<file path="src/tw_pkg.sv">
package tw_pkg;

    // ------------------------------------------------------------------
    // Register map (byte addresses, one aligned 32-bit word each)
    // ------------------------------------------------------------------
    localparam int unsigned TW_ADR_W     = 8;
    localparam logic [7:0]  TW_OFS_CTRL  = 8'h00;
    localparam logic [7:0]  TW_OFS_COUNT = 8'h04;
    localparam logic [7:0]  TW_OFS_CMP_A = 8'h08;
    localparam logic [7:0]  TW_OFS_CMP_B = 8'h0c;
    localparam logic [7:0]  TW_OFS_FLAGS = 8'h10;
    localparam logic [7:0]  TW_OFS_PORT  = 8'h14;

    // ------------------------------------------------------------------
    // Field positions
    // ------------------------------------------------------------------
    localparam int unsigned TW_CTRL_MODE_LSB  = 0;
    localparam int unsigned TW_CTRL_COM_B_LSB = 4;
    localparam int unsigned TW_CTRL_COM_A_LSB = 6;
    localparam int unsigned TW_FLAG_OV        = 0;
    localparam int unsigned TW_FLAG_MATCH_A   = 1;
    localparam int unsigned TW_FLAG_MATCH_B   = 2;
    localparam int unsigned TW_PORT_DIR_LSB   = 0;
    localparam int unsigned TW_PORT_DATA_LSB  = 2;
    localparam int unsigned TW_PORT_WAVE_LSB  = 4;

    // ------------------------------------------------------------------
    // Counter limits and encodings
    // ------------------------------------------------------------------
    localparam logic [7:0] TW_BOTTOM       = 8'h00;
    localparam logic [7:0] TW_MAX          = 8'hff;
    localparam logic [7:0] TW_ONE          = 8'h01;
    localparam logic [2:0] TW_SEL_PC_MAX   = 3'h1;
    localparam logic [2:0] TW_SEL_CTC      = 3'h2;
    localparam logic [2:0] TW_SEL_FAST_MAX = 3'h3;
    localparam logic [2:0] TW_SEL_PC_CMP   = 3'h5;
    localparam logic [2:0] TW_SEL_FAST_CMP = 3'h7;
    localparam logic [1:0] TW_COM_OFF      = 2'h0;
    localparam logic [1:0] TW_COM_TOGGLE   = 2'h1;
    localparam logic [1:0] TW_COM_CLEAR    = 2'h2;
    localparam logic [1:0] TW_COM_SET      = 2'h3;

    typedef enum logic [1:0] {
        TW_NORMAL,
        TW_PHASE,
        TW_CLEAR_MATCH,
        TW_FAST
    } tw_mode_e;

    // Channel index 0 is channel A, 1 is channel B
    typedef struct packed {
        logic [2:0]      mode_sel;
        logic [1:0][1:0] com;
    } tw_ctrl_s;

    typedef struct packed {
        tw_ctrl_s        ctrl;
        logic [7:0]      count;
        logic            down;
        logic            block;
        logic [1:0][7:0] ocr;
        logic [1:0][7:0] ocr_buf;
        logic            ov_flag;
        logic [1:0]      match_flag;
        logic [1:0]      wave;
        logic [1:0]      up_seen;
        logic [1:0]      fix;
        logic [1:0]      pin_dir;
        logic [1:0]      port_data;
        logic [1:0]      pin_out;
        logic [1:0]      pin_oe;
        logic            ack;
        logic [31:0]     rdata;
    } tw_state_s;

    localparam tw_state_s TW_STATE_RST = '0;

endpackage : tw_pkg

</file>
<file path="src/tw_timer_top.sv">
// Register access over Wishbone and the register offsets were left to the implementer.
`timescale 1ns/1ps
// What this block does
// - Mode 0: count up only, wrap FF to 00
// - Normal: overflow flag set when count becomes zero
// - Mode select and compare A shape the count sequence
// - Mode 2: clear count on match with A
// - Mode 2: unbuffered A, missed match wraps first
// - Mode 2: match flag A set at top
// - Mode 2, toggle setting: output A toggles per match
// - Mode 2: overflow flag on max to zero
// - Modes 3 and 7: fast PWM, top FF or A
// - Fast PWM: clear count tick after reaching top
// - Fast PWM: 2 clears on match, 3 sets
// - Fast PWM: overflow flag set at top
// - PWM toggle only on A with mode bit two
// - Fast PWM: bottom compare spikes, max compare constant
// - Fast PWM: compare values double buffered
// - Modes 1 and 5: dual slope, top FF or A
// - Phase PWM: up match clears, down match sets
// - Phase PWM: top held one tick, then down
// - Phase PWM: overflow flag set at bottom
// - Phase PWM: bottom compare low, max compare high
// - Phase PWM: missed up match applied at bottom
// - Pin driven only while direction is output
// - Match flags set on the matching tick
// - Reset clears both waveform states
module tw_timer_top
    import tw_pkg::*;
(
    // Clock and reset
    input  wire logic                REF_CLK_I,
    input  wire logic                RST_N_I,
    // Prescaled timer tick from the same clock domain
    input  wire logic                TIMER_TICK_I,
    // Wishbone classic slave
    input  wire logic                WB_CYC_I,
    input  wire logic                WB_STB_I,
    input  wire logic                WB_WE_I,
    input  wire logic [TW_ADR_W-1:0] WB_ADR_I,
    input  wire logic [3:0]          WB_SEL_I,
    input  wire logic [31:0]         WB_DAT_I,
    output logic      [31:0]         WB_DAT_O,
    output logic                     WB_ACK_O,
    // Waveform pins
    output logic                     WAVE_A_PIN_O,
    output logic                     WAVE_A_OE_O,
    output logic                     WAVE_B_PIN_O,
    output logic                     WAVE_B_OE_O
);

    // ------------------------------------------------------------------
    // State
    // ------------------------------------------------------------------
    tw_state_s  q;
    tw_state_s  d;
    tw_mode_e   mode;
    logic [7:0] top;
    logic       is_pwm;
    logic       hit;
    logic       wr;
    logic       cnt_wr;
    logic       tick;
    logic       at_top;
    logic       up_now;
    logic       ov_set;
    logic [1:0] match;
    logic [1:0] match_set;
    logic [1:0] ocr_top;
    logic [1:0] com;
    logic [7:0] rbyte;

    function automatic tw_mode_e decode_mode(input logic [2:0] sel);
        case (sel)
            TW_SEL_PC_MAX, TW_SEL_PC_CMP:     decode_mode = TW_PHASE;
            TW_SEL_CTC:                       decode_mode = TW_CLEAR_MATCH;
            TW_SEL_FAST_MAX, TW_SEL_FAST_CMP: decode_mode = TW_FAST;
            // Unused selections fall back to plain counting
            default:                          decode_mode = TW_NORMAL;
        endcase
    endfunction : decode_mode

    // ------------------------------------------------------------------
    // Next state
    // ------------------------------------------------------------------
    always_comb begin
        d         = q;
        rbyte     = '0;
        com       = '0;
        ov_set    = 1'b0;
        match_set = '0;
        mode      = decode_mode(q.ctrl.mode_sel);
        // Select bit two picks compare A as top in both PWM families
        if (mode == TW_CLEAR_MATCH || (q.ctrl.mode_sel[2] && mode != TW_NORMAL)) begin
            top = q.ocr[0];
        end else begin
            top = TW_MAX;
        end
        is_pwm = (mode == TW_PHASE) || (mode == TW_FAST);
        hit    = WB_CYC_I && WB_STB_I && !q.ack;
        wr     = hit && WB_WE_I && WB_SEL_I[0];
        cnt_wr = wr && (WB_ADR_I == TW_OFS_COUNT);
        // A software count write beats any count or clear on the same edge
        tick   = TIMER_TICK_I && !cnt_wr;
        at_top = (q.count == top);
        up_now = !q.down || (q.count == TW_BOTTOM);
        for (int i = 0; i < 2; i++) begin
            match[i]   = (q.count == q.ocr[i]) && !q.block;
            ocr_top[i] = (q.ocr[i] == top);
        end

        // --------------------------------------------------------------
        // Counter
        // --------------------------------------------------------------
        if (tick) begin
            d.block   = 1'b0;
            match_set = match;
            case (mode)
                TW_CLEAR_MATCH: begin
                    // Compare A is live here, so a value below the count is
                    // only met after the wrap through FF
                    if (match[0]) begin
                        d.count = TW_BOTTOM;
                    end else begin
                        d.count = q.count + TW_ONE;
                    end
                    ov_set = (q.count == TW_MAX);
                end
                TW_FAST: begin
                    if (at_top) begin
                        d.count = TW_BOTTOM;
                        d.ocr   = q.ocr_buf;
                        ov_set  = 1'b1;
                    end else begin
                        d.count = q.count + TW_ONE;
                    end
                end
                TW_PHASE: begin
                    if (!q.down) begin
                        if (at_top) begin
                            d.ocr = q.ocr_buf;
                            // Top has already stood one tick; now turn round
                            if (top != TW_BOTTOM) begin
                                d.down  = 1'b1;
                                d.count = q.count - TW_ONE;
                            end
                        end else begin
                            d.count = q.count + TW_ONE;
                        end
                    end else if (q.count == TW_BOTTOM) begin
                        d.down  = 1'b0;
                        d.count = q.count + TW_ONE;
                    end else begin
                        d.count = q.count - TW_ONE;
                        ov_set  = (q.count == TW_ONE);
                    end
                end
                default: begin
                    d.count = q.count + TW_ONE;
                    ov_set  = (q.count == TW_MAX);
                end
            endcase

            // ----------------------------------------------------------
            // Waveform per channel
            // ----------------------------------------------------------
            for (int i = 0; i < 2; i++) begin
                com = q.ctrl.com[i];
                case (mode)
                    TW_FAST: begin
                        if (com == TW_COM_TOGGLE) begin
                            // Buffered compare keeps the toggle period even
                            if (i == 0 && q.ctrl.mode_sel[2] && match[i]) begin
                                d.wave[i] = !q.wave[i];
                            end
                        end else if (com[1]) begin
                            if (at_top) begin
                                d.wave[i] = !com[0];
                            end else if (match[i] && !ocr_top[i]) begin
                                // Bottom compare gives a one-tick spike; a
                                // compare at top is ignored: constant level
                                d.wave[i] = com[0];
                            end
                        end
                    end
                    TW_PHASE: begin
                        if (!q.down && at_top) begin
                            d.fix[i]     = !q.up_seen[i];
                            d.up_seen[i] = 1'b0;
                        end
                        if (q.down && q.count == TW_BOTTOM) begin
                            // Restore symmetry round bottom when the up match
                            // was skipped or the compare just left top
                            if (q.fix[i] && !ocr_top[i] && com[1]) begin
                                d.wave[i] = com[0];
                            end
                            d.fix[i] = 1'b0;
                        end
                        if (com == TW_COM_TOGGLE) begin
                            if (i == 0 && q.ctrl.mode_sel[2] && match[i]) begin
                                d.wave[i] = !q.wave[i];
                            end
                        end else if (com[1]) begin
                            if (ocr_top[i]) begin
                                if (!q.down && at_top) begin
                                    d.wave[i] = !com[0];
                                end
                            end else if (match[i]) begin
                                // Bottom compare counts as an up match: low
                                d.wave[i] = up_now ? com[0] : !com[0];
                                if (up_now) begin
                                    d.up_seen[i] = 1'b1;
                                end
                            end
                        end
                    end
                    default: begin
                        if (match[i]) begin
                            case (com)
                                TW_COM_TOGGLE: d.wave[i] = !q.wave[i];
                                TW_COM_CLEAR:  d.wave[i] = 1'b0;
                                TW_COM_SET:    d.wave[i] = 1'b1;
                                default:       d.wave[i] = q.wave[i];
                            endcase
                        end
                    end
                endcase
            end
        end

        // --------------------------------------------------------------
        // Register writes
        // --------------------------------------------------------------
        if (wr) begin
            case (WB_ADR_I)
                TW_OFS_CTRL: begin
                    d.ctrl.mode_sel = WB_DAT_I[TW_CTRL_MODE_LSB +: 3];
                    d.ctrl.com[0]   = WB_DAT_I[TW_CTRL_COM_A_LSB +: 2];
                    d.ctrl.com[1]   = WB_DAT_I[TW_CTRL_COM_B_LSB +: 2];
                end
                TW_OFS_COUNT: begin
                    // Written count must not match on the next tick
                    d.count = WB_DAT_I[7:0];
                    d.block = 1'b1;
                end
                TW_OFS_CMP_A, TW_OFS_CMP_B: begin
                    d.ocr_buf[WB_ADR_I[2]] = WB_DAT_I[7:0];
                    if (!is_pwm) begin
                        d.ocr[WB_ADR_I[2]] = WB_DAT_I[7:0];
                    end
                end
                TW_OFS_PORT: begin
                    d.pin_dir   = WB_DAT_I[TW_PORT_DIR_LSB +: 2];
                    d.port_data = WB_DAT_I[TW_PORT_DATA_LSB +: 2];
                end
                default: begin
                    d.pin_dir = q.pin_dir;
                end
            endcase
        end

        // --------------------------------------------------------------
        // Flags: write one to clear, a new event wins over the clear
        // --------------------------------------------------------------
        if (wr && WB_ADR_I == TW_OFS_FLAGS) begin
            d.ov_flag       = q.ov_flag && !WB_DAT_I[TW_FLAG_OV];
            d.match_flag[0] = q.match_flag[0] && !WB_DAT_I[TW_FLAG_MATCH_A];
            d.match_flag[1] = q.match_flag[1] && !WB_DAT_I[TW_FLAG_MATCH_B];
        end
        d.ov_flag    = d.ov_flag || ov_set;
        d.match_flag = d.match_flag | match_set;

        // --------------------------------------------------------------
        // Read data and acknowledge
        // --------------------------------------------------------------
        case (WB_ADR_I)
            TW_OFS_CTRL: begin
                rbyte[TW_CTRL_MODE_LSB +: 3]  = q.ctrl.mode_sel;
                rbyte[TW_CTRL_COM_A_LSB +: 2] = q.ctrl.com[0];
                rbyte[TW_CTRL_COM_B_LSB +: 2] = q.ctrl.com[1];
            end
            TW_OFS_COUNT: rbyte = q.count;
            TW_OFS_CMP_A: rbyte = q.ocr_buf[0];
            TW_OFS_CMP_B: rbyte = q.ocr_buf[1];
            TW_OFS_FLAGS: begin
                rbyte[TW_FLAG_OV]      = q.ov_flag;
                rbyte[TW_FLAG_MATCH_A] = q.match_flag[0];
                rbyte[TW_FLAG_MATCH_B] = q.match_flag[1];
            end
            TW_OFS_PORT: begin
                rbyte[TW_PORT_DIR_LSB +: 2]  = q.pin_dir;
                rbyte[TW_PORT_DATA_LSB +: 2] = q.port_data;
                rbyte[TW_PORT_WAVE_LSB +: 2] = q.wave;
            end
            default: rbyte = '0;
        endcase
        d.ack   = hit;
        d.rdata = hit ? {24'h000000, rbyte} : 32'h00000000;

        // --------------------------------------------------------------
        // Pins: waveform overrides port data when its mode is non-zero
        // --------------------------------------------------------------
        for (int i = 0; i < 2; i++) begin
            d.pin_out[i] = (d.ctrl.com[i] != TW_COM_OFF) ? d.wave[i] : d.port_data[i];
            d.pin_oe[i]  = d.pin_dir[i];
        end
    end

    // ------------------------------------------------------------------
    // Registers
    // ------------------------------------------------------------------
    always_ff @(posedge REF_CLK_I) begin
        if (!RST_N_I) begin
            q <= TW_STATE_RST;
        end else begin
            q <= d;
        end
    end

    // ------------------------------------------------------------------
    // Outputs
    // ------------------------------------------------------------------
    assign WB_DAT_O     = q.rdata;
    assign WB_ACK_O     = q.ack;
    assign WAVE_A_PIN_O = q.pin_out[0];
    assign WAVE_A_OE_O  = q.pin_oe[0];
    assign WAVE_B_PIN_O = q.pin_out[1];
    assign WAVE_B_OE_O  = q.pin_oe[1];

endmodule : tw_timer_top

</file>
<file path="config.mk">
export PLATFORM = sky130hd
export DESIGN_NAME = tw_timer_top
export DESIGN_NICKNAME = d
export VERILOG_FILES = /design/src/tw_pkg.sv /design/src/tw_timer_top.sv
export SDC_FILE = /design/constraint.sdc
export NUM_CORES = 1
export LEC_CHECK = 0
export CAP_MARGIN = 10
export CORE_MARGIN = 4
export CORE_UTILIZATION = 25
export CTS_CLUSTER_DIAMETER = 150
export CTS_CLUSTER_SIZE = 25
export DETAILED_ROUTE_END_ITERATION = 10
export DONT_BUFFER_PORTS = 1
export GPL_TIMING_DRIVEN = 0
export MAX_ROUTING_LAYER = met4
export PLACE_DENSITY = 0.48
export SLEW_MARGIN = 20
export SYNTH_ARGS = -nofsm -noshare
export SYNTH_HDL_FRONTEND = slang
export SYNTH_SLANG_ARGS = --single-unit
</file>
<file path="constraint.sdc">
create_clock -name REF_CLK_I -period 3.8 [get_ports REF_CLK_I]
set_input_delay 0.76 -clock REF_CLK_I [delete_from_list [all_inputs] [get_ports REF_CLK_I]]
set_output_delay 0.76 -clock REF_CLK_I [all_outputs]
set_load 0.1 [all_outputs]
</file>
==> impl_metrics.prom, run 1 <==
# TYPE chip_impl_metric gauge
chip_impl_info{name="synth.top_cells.by_count",value="sky130_fd_sc_hd__nand2_1, sky130_fd_sc_hd__dfxtp_1, sky130_fd_sc_hd__a21oi_1, sky130_fd_sc_hd__nor2_1, sky130_fd_sc_hd__clkbuf_1"} 1
chip_impl_info{name="cts_root_cell",value="sky130_fd_sc_hd__clkbuf_16"} 1
chip_impl_metric{name="rr_worst_depth",unit=""} 9
chip_impl_metric{name="numPlacedInstances",unit=""} 959
chip_impl_metric{name="multi_input_area",unit="um2"} 3180
chip_impl_metric{name="globalRouteOverflowTotal",unit=""} 0
chip_impl_metric{name="timing.max_slew.rel_slack",unit="%"} 31.0
chip_impl_metric{name="vdd_ir_drop_max",unit="uV"} 218
chip_impl_metric{name="grt_antenna_before_repair",unit=""} 0
chip_impl_info{name="synth.top_cells.by_area",value="sky130_fd_sc_hd__dfxtp_1, sky130_fd_sc_hd__nand2_1, sky130_fd_sc_hd__a21oi_1, sky130_fd_sc_hd__mux2i_1, sky130_fd_sc_hd__buf_4"} 1
chip_impl_metric{name="power.combinational.fraction",unit="%"} 15.5
chip_impl_metric{name="share_of_power_burned_in_the_clock_network",unit="%"} 44.4
chip_impl_metric{name="grt_use_met3",unit="%"} 3.20
chip_impl_metric{name="drt.antenna.violating_nets",unit=""} 0
chip_impl_metric{name="maxCapViolations",unit=""} 0
chip_impl_metric{name="dp_worst_setup_slack",unit="ns"} 0.0312
chip_impl_metric{name="detailedRoute.firstPassIterationCount",unit=""} 5
chip_impl_metric{name="drt_drc_violations_left",unit=""} 0
chip_impl_metric{name="clkLatencyLatePin",unit="ns"} 0.36
chip_impl_info{name="cp_cell_sequence",value="clkbuf_1, a211oi_1, a221oi_1, o211ai_2, nand2b_1, nor3_1, nor2_1, or3b_1, a41oi_1"} 1
chip_impl_metric{name="synth-async-reset-ratio",unit="%"} 0
chip_impl_metric{name="syn-instance-count",unit=""} 670
chip_impl_metric{name="synth.yosys.seq_area_share",unit="%"} 28.7
chip_impl_metric{name="gp_congestion",unit=""} 0.885
chip_impl_metric{name="critical_path_arrival",unit="ns"} 3.82
chip_impl_metric{name="route.vias.total",unit=""} 4958
chip_impl_metric{name="core_area",unit="um2"} 19800
chip_impl_info{name="cts_tree",value="done"} 1
chip_impl_metric{name="via_per_inst",unit=""} 5.09
chip_impl_metric{name="die_w",unit="um"} 151
chip_impl_metric{name="globalRouteMet1Util",unit="%"} 23.0
chip_impl_info{name="critical_path.reg2reg.endpoint",value="q[90]$_SDFF_PN0_"} 1
chip_impl_metric{name="timing.critical_path.slowest_cell_delay",unit="ns"} 0.58
chip_impl_metric{name="syn2layout_area_growth",unit="%"} 14.6
chip_impl_metric{name="filler_cell_count",unit=""} 2195
chip_impl_metric{name="num_io_pins",unit=""} 87
chip_impl_metric{name="synth.avg_cell_area",unit="um2"} 7.61
chip_impl_info{name="hp-class",value="reg2reg"} 1
chip_impl_metric{name="finish.instance_area",unit="um2"} 5840
chip_impl_metric{name="detail_route.wirelength",unit="um"} 18300
chip_impl_metric{name="post-synth-top-area-fraction",unit="%"} 28.7
chip_impl_metric{name="fin_cells",unit=""} 975
chip_impl_metric{name="gr-usage-all-layers",unit="%"} 16.5
chip_impl_info{name="end_kind",value="register"} 1
chip_impl_metric{name="final-hold-violation-count",unit=""} 0
chip_impl_info{name="outcome",value="complete, no violations"} 1
chip_impl_metric{name="placement_stage_cell_area",unit="um2"} 5530
chip_impl_metric{name="p_int",unit="mW"} 1.31
chip_impl_metric{name="static-leakage-power",unit="nW"} 2.13
chip_impl_metric{name="finish.net_count",unit=""} 758
chip_impl_metric{name="p_sw_share",unit="%"} 32.7
chip_impl_metric{name="post_cts_resized",unit=""} 0
chip_impl_metric{name="critical_path_required_time",unit="ns"} 4.03
chip_impl_metric{name="reg2reg_setup_slack",unit="ns"} 0.21
chip_impl_metric{name="globalRouteMet2Util",unit="%"} 24.8
chip_impl_metric{name="ff_latch_area",unit="um2"} 1460
chip_impl_metric{name="netlist_area",unit="um2"} 5100
chip_impl_metric{name="worst_clock_skew",unit="ns"} 0.0115
chip_impl_metric{name="fmax",unit="MHz"} 279
chip_impl_metric{name="cts_buffers",unit=""} 9
chip_impl_metric{name="worst-path-max-fanout",unit=""} 10
chip_impl_metric{name="setup_tns",unit="ns"} 0
chip_impl_metric{name="antenna_cells",unit=""} 0
chip_impl_metric{name="num_rows",unit=""} 51
chip_impl_metric{name="cts.hold.buffers_added",unit=""} 0
chip_impl_metric{name="drive_gt1_share",unit="%"} 12.3
chip_impl_info{name="largest_delay_share_family_worst_path",value="compound AO/OA/AOI/OAI gates"} 1
chip_impl_metric{name="number_of_global_route_vias_before_repair",unit=""} 4542
chip_impl_info{name="global_route.peak_usage_layer",value="met2"} 1
chip_impl_metric{name="setup_ws",unit="ns"} 0.210
chip_impl_metric{name="edff_count_synth",unit=""} 0
chip_impl_metric{name="seqPwrFrac",unit="%"} 40.1
chip_impl_metric{name="die_h",unit="um"} 151
chip_impl_info{name="grt_setup_unrepaired",value="no"} 1
chip_impl_metric{name="hold_depth",unit=""} 2
chip_impl_info{name="setup.worst_path.class",value="reg2reg"} 1
chip_impl_metric{name="synthesis.yosys.warnings",unit=""} 0
chip_impl_info{name="critPathLaunchType",value="register"} 1
chip_impl_metric{name="ys_types",unit=""} 73
chip_impl_metric{name="path_buf_inv",unit=""} 1
chip_impl_metric{name="dp_hpwl",unit="um"} 13600
chip_impl_metric{name="grt_start_max_net_pins",unit=""} 17
chip_impl_metric{name="power-per-cell-area",unit="nW/um2"} 334
chip_impl_metric{name="clock_tree.buffer_depth",unit=""} 2
chip_impl_metric{name="initial_core_util",unit="%"} 25.8
chip_impl_metric{name="cts_num_sinks",unit=""} 73
chip_impl_metric{name="worst-slew-pin-transition",unit="ns"} 1.03
chip_impl_metric{name="cts.repair_timing.setup_buffer_count",unit=""} 0
chip_impl_metric{name="grt_first_pass_wirelength",unit="um"} 27600
chip_impl_metric{name="yosys_register_bits",unit=""} 73
chip_impl_info{name="biggest_area_consumer_among_synthesized_cells",value="sky130_fd_sc_hd__dfxtp_1"} 1
chip_impl_metric{name="netSwitchingPower",unit="mW"} 0.637
chip_impl_metric{name="routed_wire_length_per_instance",unit="um"} 18.8
chip_impl_info{name="synth_most_common_cell",value="sky130_fd_sc_hd__nand2_1"} 1
chip_impl_metric{name="drt_iter0_drc",unit=""} 510
chip_impl_metric{name="timing.final.setup_violations",unit=""} 0
chip_impl_metric{name="finalCriticalPeriod",unit="ns"} 3.59
chip_impl_metric{name="max_h_tree_level",unit=""} 3
chip_impl_metric{name="clk_transition_reported_paths",unit="ns"} 0.07
chip_impl_info{name="critical_path.reg2reg.startpoint",value="q[90]$_SDFF_PN0_"} 1
chip_impl_metric{name="timing.final.max_slew_violations",unit=""} 0
chip_impl_metric{name="die_area",unit="um2"} 22700
chip_impl_info{name="crit_path_top_delay_cell",value="sky130_fd_sc_hd__clkbuf_1"} 1
chip_impl_metric{name="finalCritPeriodShare",unit="%"} 94.5
chip_impl_metric{name="io_buffer_count",unit=""} 0
chip_impl_info{name="yosys_most_used_dff",value="sky130_fd_sc_hd__dfxtp_1"} 1
-- cell type report --
| cell class | instances | share of cell area, % |
|---|---|---|
| Multi-Input combinational cell | 516 | 54.3 |
| Sequential cell | 73 | 25.0 |
| Buffer | 87 | 8.78 |
| Tap cell | 265 | 5.67 |
| Clock buffer | 9 | 3.85 |
| Clock inverter | 7 | 1.13 |
| Inverter | 17 | 1.09 |
| Timing Repair Buffer | 1 | 0.0857 |
-- placed cells by master (no fill, tap or decap), types with 7 or more instances in the layout --
master	n
sky130_fd_sc_hd__nand2_1	99
sky130_fd_sc_hd__dfxtp_1	72
sky130_fd_sc_hd__a21oi_1	58
sky130_fd_sc_hd__nor2_1	56
sky130_fd_sc_hd__clkbuf_1	41
sky130_fd_sc_hd__buf_4	32
sky130_fd_sc_hd__o21ai_0	28
sky130_fd_sc_hd__mux2i_1	26
sky130_fd_sc_hd__conb_1	24
sky130_fd_sc_hd__xnor2_1	19
sky130_fd_sc_hd__nor3_1	18
sky130_fd_sc_hd__inv_1	16
sky130_fd_sc_hd__nand3_1	14
sky130_fd_sc_hd__nand2b_1	12
sky130_fd_sc_hd__xor2_1	12
sky130_fd_sc_hd__a211oi_1	9
sky130_fd_sc_hd__clkbuf_16	9
sky130_fd_sc_hd__nand4_1	8
sky130_fd_sc_hd__o221ai_1	7
sky130_fd_sc_hd__nor3b_1	7
-- worst max-delay path by stage --
stage,startpoint,end,slack (ns),depth (start not counted)
floorplan,WB_ACK_O$_SDFF_PN0_,WAVE_B_PIN_O$_SDFF_PN0_,0.79,11
global placement,q[91]$_SDFF_PN0_,q[90]$_SDFF_PN0_,-0.33,9
detailed placement,q[97]$_SDFFE_PN0P_,q[80]$_SDFF_PN0_,0.03,10
CTS,q[97]$_SDFFE_PN0P_,q[80]$_SDFF_PN0_,0.006,10
global route,q[89]$_SDFF_PN0_,q[90]$_SDFF_PN0_,0.11,9
finish,q[90]$_SDFF_PN0_,q[90]$_SDFF_PN0_,0.21,9
-- layer usage --
layer  up-vias  wire (um)
met5         -          0
met3        23       1040
met2       170       8450
met4         0        276
met1      2369       8530
li1       2396          -
-- cells by family (layout without fill, tap and decap cells) --
logic type      Yosys count  count (layout)  synth area share (%)
simple gates            262             262                  25.2
compound gates          164             164                  21.0
buf+inv                 104             121                  11.3
flops                    73              73                  28.7
mux                      32              32                  7.68
xor+xnor                 31              31                  5.33
fa+ha+maj                 3               3                 0.736
other cells               1              24                0.0735
-- power groups by stage --
stage	combinational (mW)	clock (mW)	sequential [mW]
final	0.302	0.867	0.782
after detailed placement	0.297	0	0.799
after global placement	0.296	0	0.799
after CTS	0.298	0.881	0.781
after global routing	0.320	0.913	0.782
after floorplan	0.248	0	0.797
-- metrics by stage --
step,utilization (%),power [mW],hold slack [ns]
after global routing,29.5,2.02,0.500
after global placement,27.9,1.09,0.462
after CTS,29.4,1.96,0.477
after floorplan,-,1.04,0.440
after detailed placement,27.9,1.10,0.466
final,29.5,1.95,0.479
-- worst register-to-register path: stages (launching register included) --
cell	delay, ns
sky130_fd_sc_hd__dfxtp_1	0.40
sky130_fd_sc_hd__clkbuf_1	0.58
sky130_fd_sc_hd__a211oi_1	0.17
sky130_fd_sc_hd__a221oi_1	0.42
sky130_fd_sc_hd__o211ai_2	0.34
sky130_fd_sc_hd__nand2b_1	0.33
sky130_fd_sc_hd__nor3_1	0.39
sky130_fd_sc_hd__nor2_1	0.12
sky130_fd_sc_hd__or3b_1	0.36
sky130_fd_sc_hd__a41oi_1	0.36
(Power assumes the default switching activity.)
==> run 2: changes to the inputs <==
PLACE_DENSITY = 0.43   (was 0.48)
==> impl_metrics.prom, run 2 (synthesized netlist as in run 1, its figures left out) <==
# TYPE chip_impl_metric gauge
chip_impl_metric{name="dp_hpwl",unit="um"} 14400
chip_impl_metric{name="drt_drc_violations_left",unit=""} 0
chip_impl_metric{name="detail_route.wirelength",unit="um"} 18900
chip_impl_info{name="outcome",value="complete, no violations"} 1
chip_impl_metric{name="globalRouteOverflowTotal",unit=""} 0
chip_impl_metric{name="routed_wire_length_per_instance",unit="um"} 19.4
chip_impl_info{name="cp_cell_sequence",value="buf_2, nor3b_2, o22ai_1, a221oi_1, o211ai_2, a211oi_2, nand2_1, buf_2, mux2i_1, a211oi_1"} 1
chip_impl_metric{name="grt_first_pass_wirelength",unit="um"} 28200
chip_impl_metric{name="via_per_inst",unit=""} 5.18
chip_impl_info{name="grt_setup_unrepaired",value="no"} 1
chip_impl_metric{name="critical_path_arrival",unit="ns"} 3.77
chip_impl_metric{name="finish.net_count",unit=""} 758
chip_impl_metric{name="initial_core_util",unit="%"} 25.8
chip_impl_metric{name="grt_start_max_net_pins",unit=""} 15
chip_impl_metric{name="drt_iter0_drc",unit=""} 475
chip_impl_metric{name="route.vias.total",unit=""} 5050
chip_impl_metric{name="detailedRoute.firstPassIterationCount",unit=""} 5
chip_impl_metric{name="finalCriticalPeriod",unit="ns"} 3.50
chip_impl_metric{name="static-leakage-power",unit="nW"} 2.14
chip_impl_metric{name="die_w",unit="um"} 151
chip_impl_metric{name="cts.hold.buffers_added",unit=""} 0
chip_impl_info{name="crit_path_top_delay_cell",value="sky130_fd_sc_hd__a211oi_2"} 1
chip_impl_metric{name="vdd_ir_drop_max",unit="uV"} 227
chip_impl_metric{name="clk_transition_reported_paths",unit="ns"} 0.06
chip_impl_metric{name="clock_tree.buffer_depth",unit=""} 2
chip_impl_metric{name="worst_clock_skew",unit="ns"} 0.00830
chip_impl_metric{name="fin_cells",unit=""} 975
chip_impl_info{name="cts_root_cell",value="sky130_fd_sc_hd__clkbuf_16"} 1
chip_impl_metric{name="die_h",unit="um"} 151
chip_impl_metric{name="syn2layout_area_growth",unit="%"} 14.9
chip_impl_metric{name="cts.repair_timing.setup_buffer_count",unit=""} 0
chip_impl_metric{name="power-per-cell-area",unit="nW/um2"} 340
chip_impl_metric{name="timing.final.setup_violations",unit=""} 0
chip_impl_metric{name="die_area",unit="um2"} 22700
chip_impl_metric{name="worst-slew-pin-transition",unit="ns"} 1.00
chip_impl_metric{name="numPlacedInstances",unit=""} 959
chip_impl_metric{name="num_io_pins",unit=""} 87
chip_impl_metric{name="holdWs",unit="ns"} 0.476
chip_impl_metric{name="grt_antenna_before_repair",unit=""} 0
chip_impl_metric{name="filler_cell_count",unit=""} 2187
chip_impl_metric{name="finish.instance_area",unit="um2"} 5860
chip_impl_metric{name="finalCritPeriodShare",unit="%"} 92.2
chip_impl_metric{name="placement_stage_cell_area",unit="um2"} 5530
chip_impl_info{name="setup.worst_path.class",value="reg2reg"} 1
chip_impl_info{name="largest_delay_share_family_worst_path",value="compound AO/OA/AOI/OAI gates"} 1
chip_impl_metric{name="setup_tns",unit="ns"} 0
chip_impl_metric{name="timing.final.max_slew_violations",unit=""} 0
chip_impl_info{name="commonest_cells_after_routing_fill_and_taps_aside",value="sky130_fd_sc_hd__nand2_1, sky130_fd_sc_hd__dfxtp_1, sky130_fd_sc_hd__a21oi_1"} 1
chip_impl_info{name="hp-class",value="reg2reg"} 1
chip_impl_metric{name="number_of_global_route_vias_before_repair",unit=""} 4686
chip_impl_metric{name="fmax",unit="MHz"} 285
chip_impl_metric{name="path_buf_inv",unit=""} 2
chip_impl_info{name="cp_common_cell",value="sky130_fd_sc_hd__buf_2"} 1
chip_impl_metric{name="clkLatencyLatePin",unit="ns"} 0.35
chip_impl_metric{name="antenna_cells",unit=""} 0
chip_impl_metric{name="gr-usage-all-layers",unit="%"} 16.9
chip_impl_metric{name="timing.critical_path.slowest_cell_delay",unit="ns"} 0.63
chip_impl_metric{name="cts_num_sinks",unit=""} 73
chip_impl_metric{name="core_area",unit="um2"} 19800
chip_impl_metric{name="num_rows",unit=""} 51
chip_impl_info{name="most_common_library_cell_in_the_layout_ignoring_fill_and_taps",value="sky130_fd_sc_hd__nand2_1"} 1
chip_impl_metric{name="timing.max_slew.rel_slack",unit="%"} 33.1
chip_impl_metric{name="drive_gt1_share",unit="%"} 12.3
chip_impl_info{name="cts_tree",value="done"} 1
chip_impl_metric{name="io_buffer_count",unit=""} 0
chip_impl_info{name="critPathLaunchType",value="register"} 1
chip_impl_metric{name="critical_path_required_time",unit="ns"} 4.07
chip_impl_metric{name="drt.antenna.violating_nets",unit=""} 0
chip_impl_metric{name="max_h_tree_level",unit=""} 3
chip_impl_metric{name="gp_congestion",unit=""} 0.897
chip_impl_metric{name="final-hold-violation-count",unit=""} 0
chip_impl_metric{name="maxCapViolations",unit=""} 0
chip_impl_metric{name="post_cts_resized",unit=""} 1
chip_impl_info{name="end_kind",value="register"} 1
chip_impl_metric{name="cts_buffers",unit=""} 9
chip_impl_metric{name="worst-path-max-fanout",unit=""} 10
## run 2: cell types whose count changed in the layout (fill, tap and decap cells not counted)
cell and delta:
sky130_fd_sc_hd__nor3b_1 +1, sky130_fd_sc_hd__clkbuf_8 +1, sky130_fd_sc_hd__nor3b_2 -1, sky130_fd_sc_hd__a211oi_4 -1
sky130_fd_sc_hd__inv_8 -2, sky130_fd_sc_hd__clkinv_4 +1, sky130_fd_sc_hd__a211oi_2 +1, sky130_fd_sc_hd__inv_6 -1
sky130_fd_sc_hd__nor3_1 -1, sky130_fd_sc_hd__bufinv_16 +1, sky130_fd_sc_hd__nor3_2 +1
## run 2: area by class of cell
| type | instances | area [um2] | share of cell area [%] |
|---|---|---|---|
| inverter | 17 | 63.8 | 1.09 |
| timing repair buffer | 1 | 5.00 | 0.0855 |
| clock buffer | 10 | 239 | 4.08 |
| multi-input combinational | 516 | 3170 | 54.1 |
| buffer | 87 | 513 | 8.76 |
| sequential | 73 | 1460 | 25.0 |
| tap | 265 | 332 | 5.66 |
| clock inverter | 6 | 73.8 | 1.26 |
## run 2: where the power goes
group          switching, mW  internal [mW]  total [mW]
clock network          0.370          0.536       0.906
registers            0.00885          0.773       0.782
logic                  0.224         0.0792       0.303
total                  0.603           1.39        1.99
## run 2: worst paths after layout
path	from	cells past startpoint	endpoint	slack, ns
worst min-delay path	register	2	register	0.48
worst min register to register	register	2	register	0.48
worst max register to register	q[97]$_SDFFE_PN0P_	10	q[80]$_SDFF_PN0_	0.30
worst max-delay path	q[97]$_SDFFE_PN0P_	10	q[80]$_SDFF_PN0_	0.30
## run 2: metal layers
layer	share of wire, %	vias up	track usage [%]
li1	-	2403	-
met1	45	2424	22.4
met2	46	192	26.0
met3	6.4	31	3.53
met4	2.1	0	5.30
met5	0	-	-
## run 2: tightest hold or removal path: stages, from the launching register on
cell	delay [ns]
sky130_fd_sc_hd__dfxtp_1	0.33
sky130_fd_sc_hd__nand2_1	0.06
sky130_fd_sc_hd__a21oi_1	0.05
## run 2: stage by stage
stage	utilization, %	power, mW	setup WS (ns)
floorplan	-	1.04	0.794
global placement	27.9	1.09	-0.216
detailed placement	27.9	1.10	-0.144
CTS	29.6	2.01	0.111
global route	29.6	2.06	0.0319
finish	29.6	1.99	0.297
==> run 3: changes to the inputs <==
CORE_ASPECT_RATIO = 1.5   (was not set)
PLACE_DENSITY = not set   (was 0.43)
==> impl_metrics.prom, run 3 (synthesized netlist as in run 1, its figures left out) <==
# TYPE chip_impl_metric gauge
chip_impl_metric{name="grt_antenna_before_repair",unit=""} 0
chip_impl_metric{name="clk_transition_reported_paths",unit="ns"} 0.07
chip_impl_metric{name="cts_buffers",unit=""} 9
chip_impl_metric{name="die_h",unit="um"} 183
chip_impl_metric{name="grt_start_max_net_pins",unit=""} 15
chip_impl_metric{name="max_h_tree_level",unit=""} 3
chip_impl_metric{name="drive_gt1_share",unit="%"} 12.0
chip_impl_metric{name="finish.net_count",unit=""} 758
chip_impl_metric{name="die_w",unit="um"} 125
chip_impl_metric{name="num_rows",unit=""} 63
chip_impl_metric{name="final-hold-violation-count",unit=""} 0
chip_impl_metric{name="finish.instance_area",unit="um2"} 5840
chip_impl_metric{name="power.total",unit="mW"} 1.97
chip_impl_metric{name="finalCriticalPeriod",unit="ns"} 3.54
chip_impl_metric{name="core_area",unit="um2"} 19900
chip_impl_info{name="cts_tree",value="done"} 1
chip_impl_metric{name="detailedRoute.firstPassIterationCount",unit=""} 7
chip_impl_metric{name="io_buffer_count",unit=""} 0
chip_impl_metric{name="grt_first_pass_wirelength",unit="um"} 27400
chip_impl_info{name="outcome",value="complete, no violations"} 1
chip_impl_metric{name="antenna_cells",unit=""} 0
chip_impl_metric{name="drt_iter0_drc",unit=""} 398
chip_impl_metric{name="routed_wire_length_per_instance",unit="um"} 18.5
chip_impl_metric{name="syn2layout_area_growth",unit="%"} 14.5
chip_impl_metric{name="clock_tree.buffer_depth",unit=""} 2
chip_impl_metric{name="cts.repair_timing.setup_buffer_count",unit=""} 0
chip_impl_info{name="end_kind",value="register"} 1
chip_impl_metric{name="via_per_inst",unit=""} 5.23
chip_impl_info{name="crit_path_top_delay_cell",value="sky130_fd_sc_hd__nor3_1"} 1
chip_impl_metric{name="route.vias.total",unit=""} 5076
chip_impl_metric{name="placement_stage_cell_area",unit="um2"} 5520
chip_impl_metric{name="vdd_ir_drop_max",unit="uV"} 254
chip_impl_info{name="critPathLaunchType",value="register"} 1
chip_impl_info{name="setup.worst_path.class",value="reg2reg"} 1
chip_impl_metric{name="initial_core_util",unit="%"} 25.6
chip_impl_metric{name="globalRouteOverflowTotal",unit=""} 0
chip_impl_metric{name="path_buf_inv",unit=""} 1
chip_impl_metric{name="setup_tns",unit="ns"} 0
chip_impl_info{name="hp-class",value="reg2reg"} 1
chip_impl_metric{name="gr-usage-all-layers",unit="%"} 15.7
chip_impl_info{name="most_common_library_cell_in_the_layout_ignoring_fill_and_taps",value="sky130_fd_sc_hd__nand2_1"} 1
chip_impl_metric{name="power-per-cell-area",unit="nW/um2"} 337
chip_impl_metric{name="timing.critical_path.slowest_cell_delay",unit="ns"} 0.50
chip_impl_metric{name="worst_clock_skew",unit="ns"} 0.0122
chip_impl_metric{name="timing.max_slew.rel_slack",unit="%"} 32.6
chip_impl_metric{name="dp_hpwl",unit="um"} 13500
chip_impl_metric{name="holdWs",unit="ns"} 0.480
chip_impl_metric{name="fmax",unit="MHz"} 282
chip_impl_metric{name="worst-path-max-fanout",unit=""} 10
chip_impl_info{name="cp_cell_sequence",value="buf_2, nor3b_2, nor2_1, nor3_1, o211ai_2, nand2b_1, nor3_1, nor2_1, or3b_1, a41oi_1"} 1
chip_impl_metric{name="timing.final.max_slew_violations",unit=""} 0
chip_impl_metric{name="timing.final.setup_violations",unit=""} 0
chip_impl_metric{name="static-leakage-power",unit="nW"} 2.13
chip_impl_metric{name="num_io_pins",unit=""} 87
chip_impl_metric{name="die_area",unit="um2"} 22800
chip_impl_metric{name="clkLatencyLatePin",unit="ns"} 0.35
chip_impl_metric{name="cts.hold.buffers_added",unit=""} 0
chip_impl_metric{name="critical_path_arrival",unit="ns"} 3.80
chip_impl_metric{name="drt_drc_violations_left",unit=""} 0
chip_impl_info{name="cts_root_cell",value="sky130_fd_sc_hd__clkbuf_16"} 1
chip_impl_metric{name="drt.antenna.violating_nets",unit=""} 0
chip_impl_metric{name="worst-slew-pin-transition",unit="ns"} 1.01
chip_impl_info{name="largest_delay_share_family_worst_path",value="simple AND/OR/NAND/NOR gates"} 1
chip_impl_metric{name="finalCritPeriodShare",unit="%"} 93.2
chip_impl_metric{name="cts_num_sinks",unit=""} 73
chip_impl_info{name="commonest_cells_after_routing_fill_and_taps_aside",value="sky130_fd_sc_hd__nand2_1, sky130_fd_sc_hd__dfxtp_1, sky130_fd_sc_hd__a21oi_1"} 1
chip_impl_info{name="grt_setup_unrepaired",value="no"} 1
chip_impl_metric{name="critical_path_required_time",unit="ns"} 4.05
chip_impl_metric{name="gp_congestion",unit=""} 0.920
chip_impl_metric{name="detail_route.wirelength",unit="um"} 17900
chip_impl_metric{name="reg2reg_setup_slack",unit="ns"} 0.26
chip_impl_metric{name="maxCapViolations",unit=""} 0
chip_impl_metric{name="number_of_global_route_vias_before_repair",unit=""} 4809
[run 3: cell count changes in the layout (fill, tap and decap cells not counted), sizes merged]
cell      change
inv           -1
clkinv        +1
clkinvlp      +1
clkbuf        -1
[run 3: repair_timing]
item,4_1_cts,5_1_grt
resized for setup,1,2
hold endpoints to repair,0,0
setup endpoints to repair,7,8
[run 3: stage by stage]
stage,utilization [%],worst slack [ns],std cells
2_1_floorplan,-,0.794,693
3_3_place_gp,27.6,-0.112,953
3_5_place_dp,27.7,-0.0704,954
4_1_cts,29.2,0.107,970
5_1_grt,29.3,0.0199,970
6_report,29.3,0.257,970
[run 3: cell type report]
class                   count  area, um2
plain buffers              87        513
clock buffers               9        225
clock inverters             7       77.6
fillers                  2183      14100
inverters                  17       63.8
multi-input cells         516       3170
flip-flops and latches     73       1460
well taps                 260        325
repair buffers              1       5.00
[run 3: report_power, final]
| part | leakage, nW | internal, mW | total, mW | switching [mW] |
|---|---|---|---|---|
| Sequential | 0.590 | 0.773 | 0.782 | 0.00881 |
| Clock | 0.146 | 0.514 | 0.886 | 0.372 |
| Combinational | 1.39 | 0.0791 | 0.300 | 0.221 |
[run 3: routing by layer]
layer	wire [um]	GRT usage, %	part of all wire [%]
met1	6590	16.5	37
met2	9290	28.1	52
met3	1050	2.48	5.9
met4	1010	8.95	5.6
met5	0	-	0
[run 3: path summary, 6_finish.rpt]
check / start / end / cells after the start
hold / removal: register / register / 2
setup reg to reg: q[97]$_SDFFE_PN0P_ / q[90]$_SDFF_PN0_ / 10
hold reg to reg: register / register / 2
setup / recovery: q[97]$_SDFFE_PN0P_ / q[90]$_SDFF_PN0_ / 10
[run 3: tightest hold or removal path, cell delays in order, from the launching register on]
cell and delay (ns):
sky130_fd_sc_hd__dfxtp_1 0.33, sky130_fd_sc_hd__nand2_1 0.06, sky130_fd_sc_hd__a21oi_1 0.05
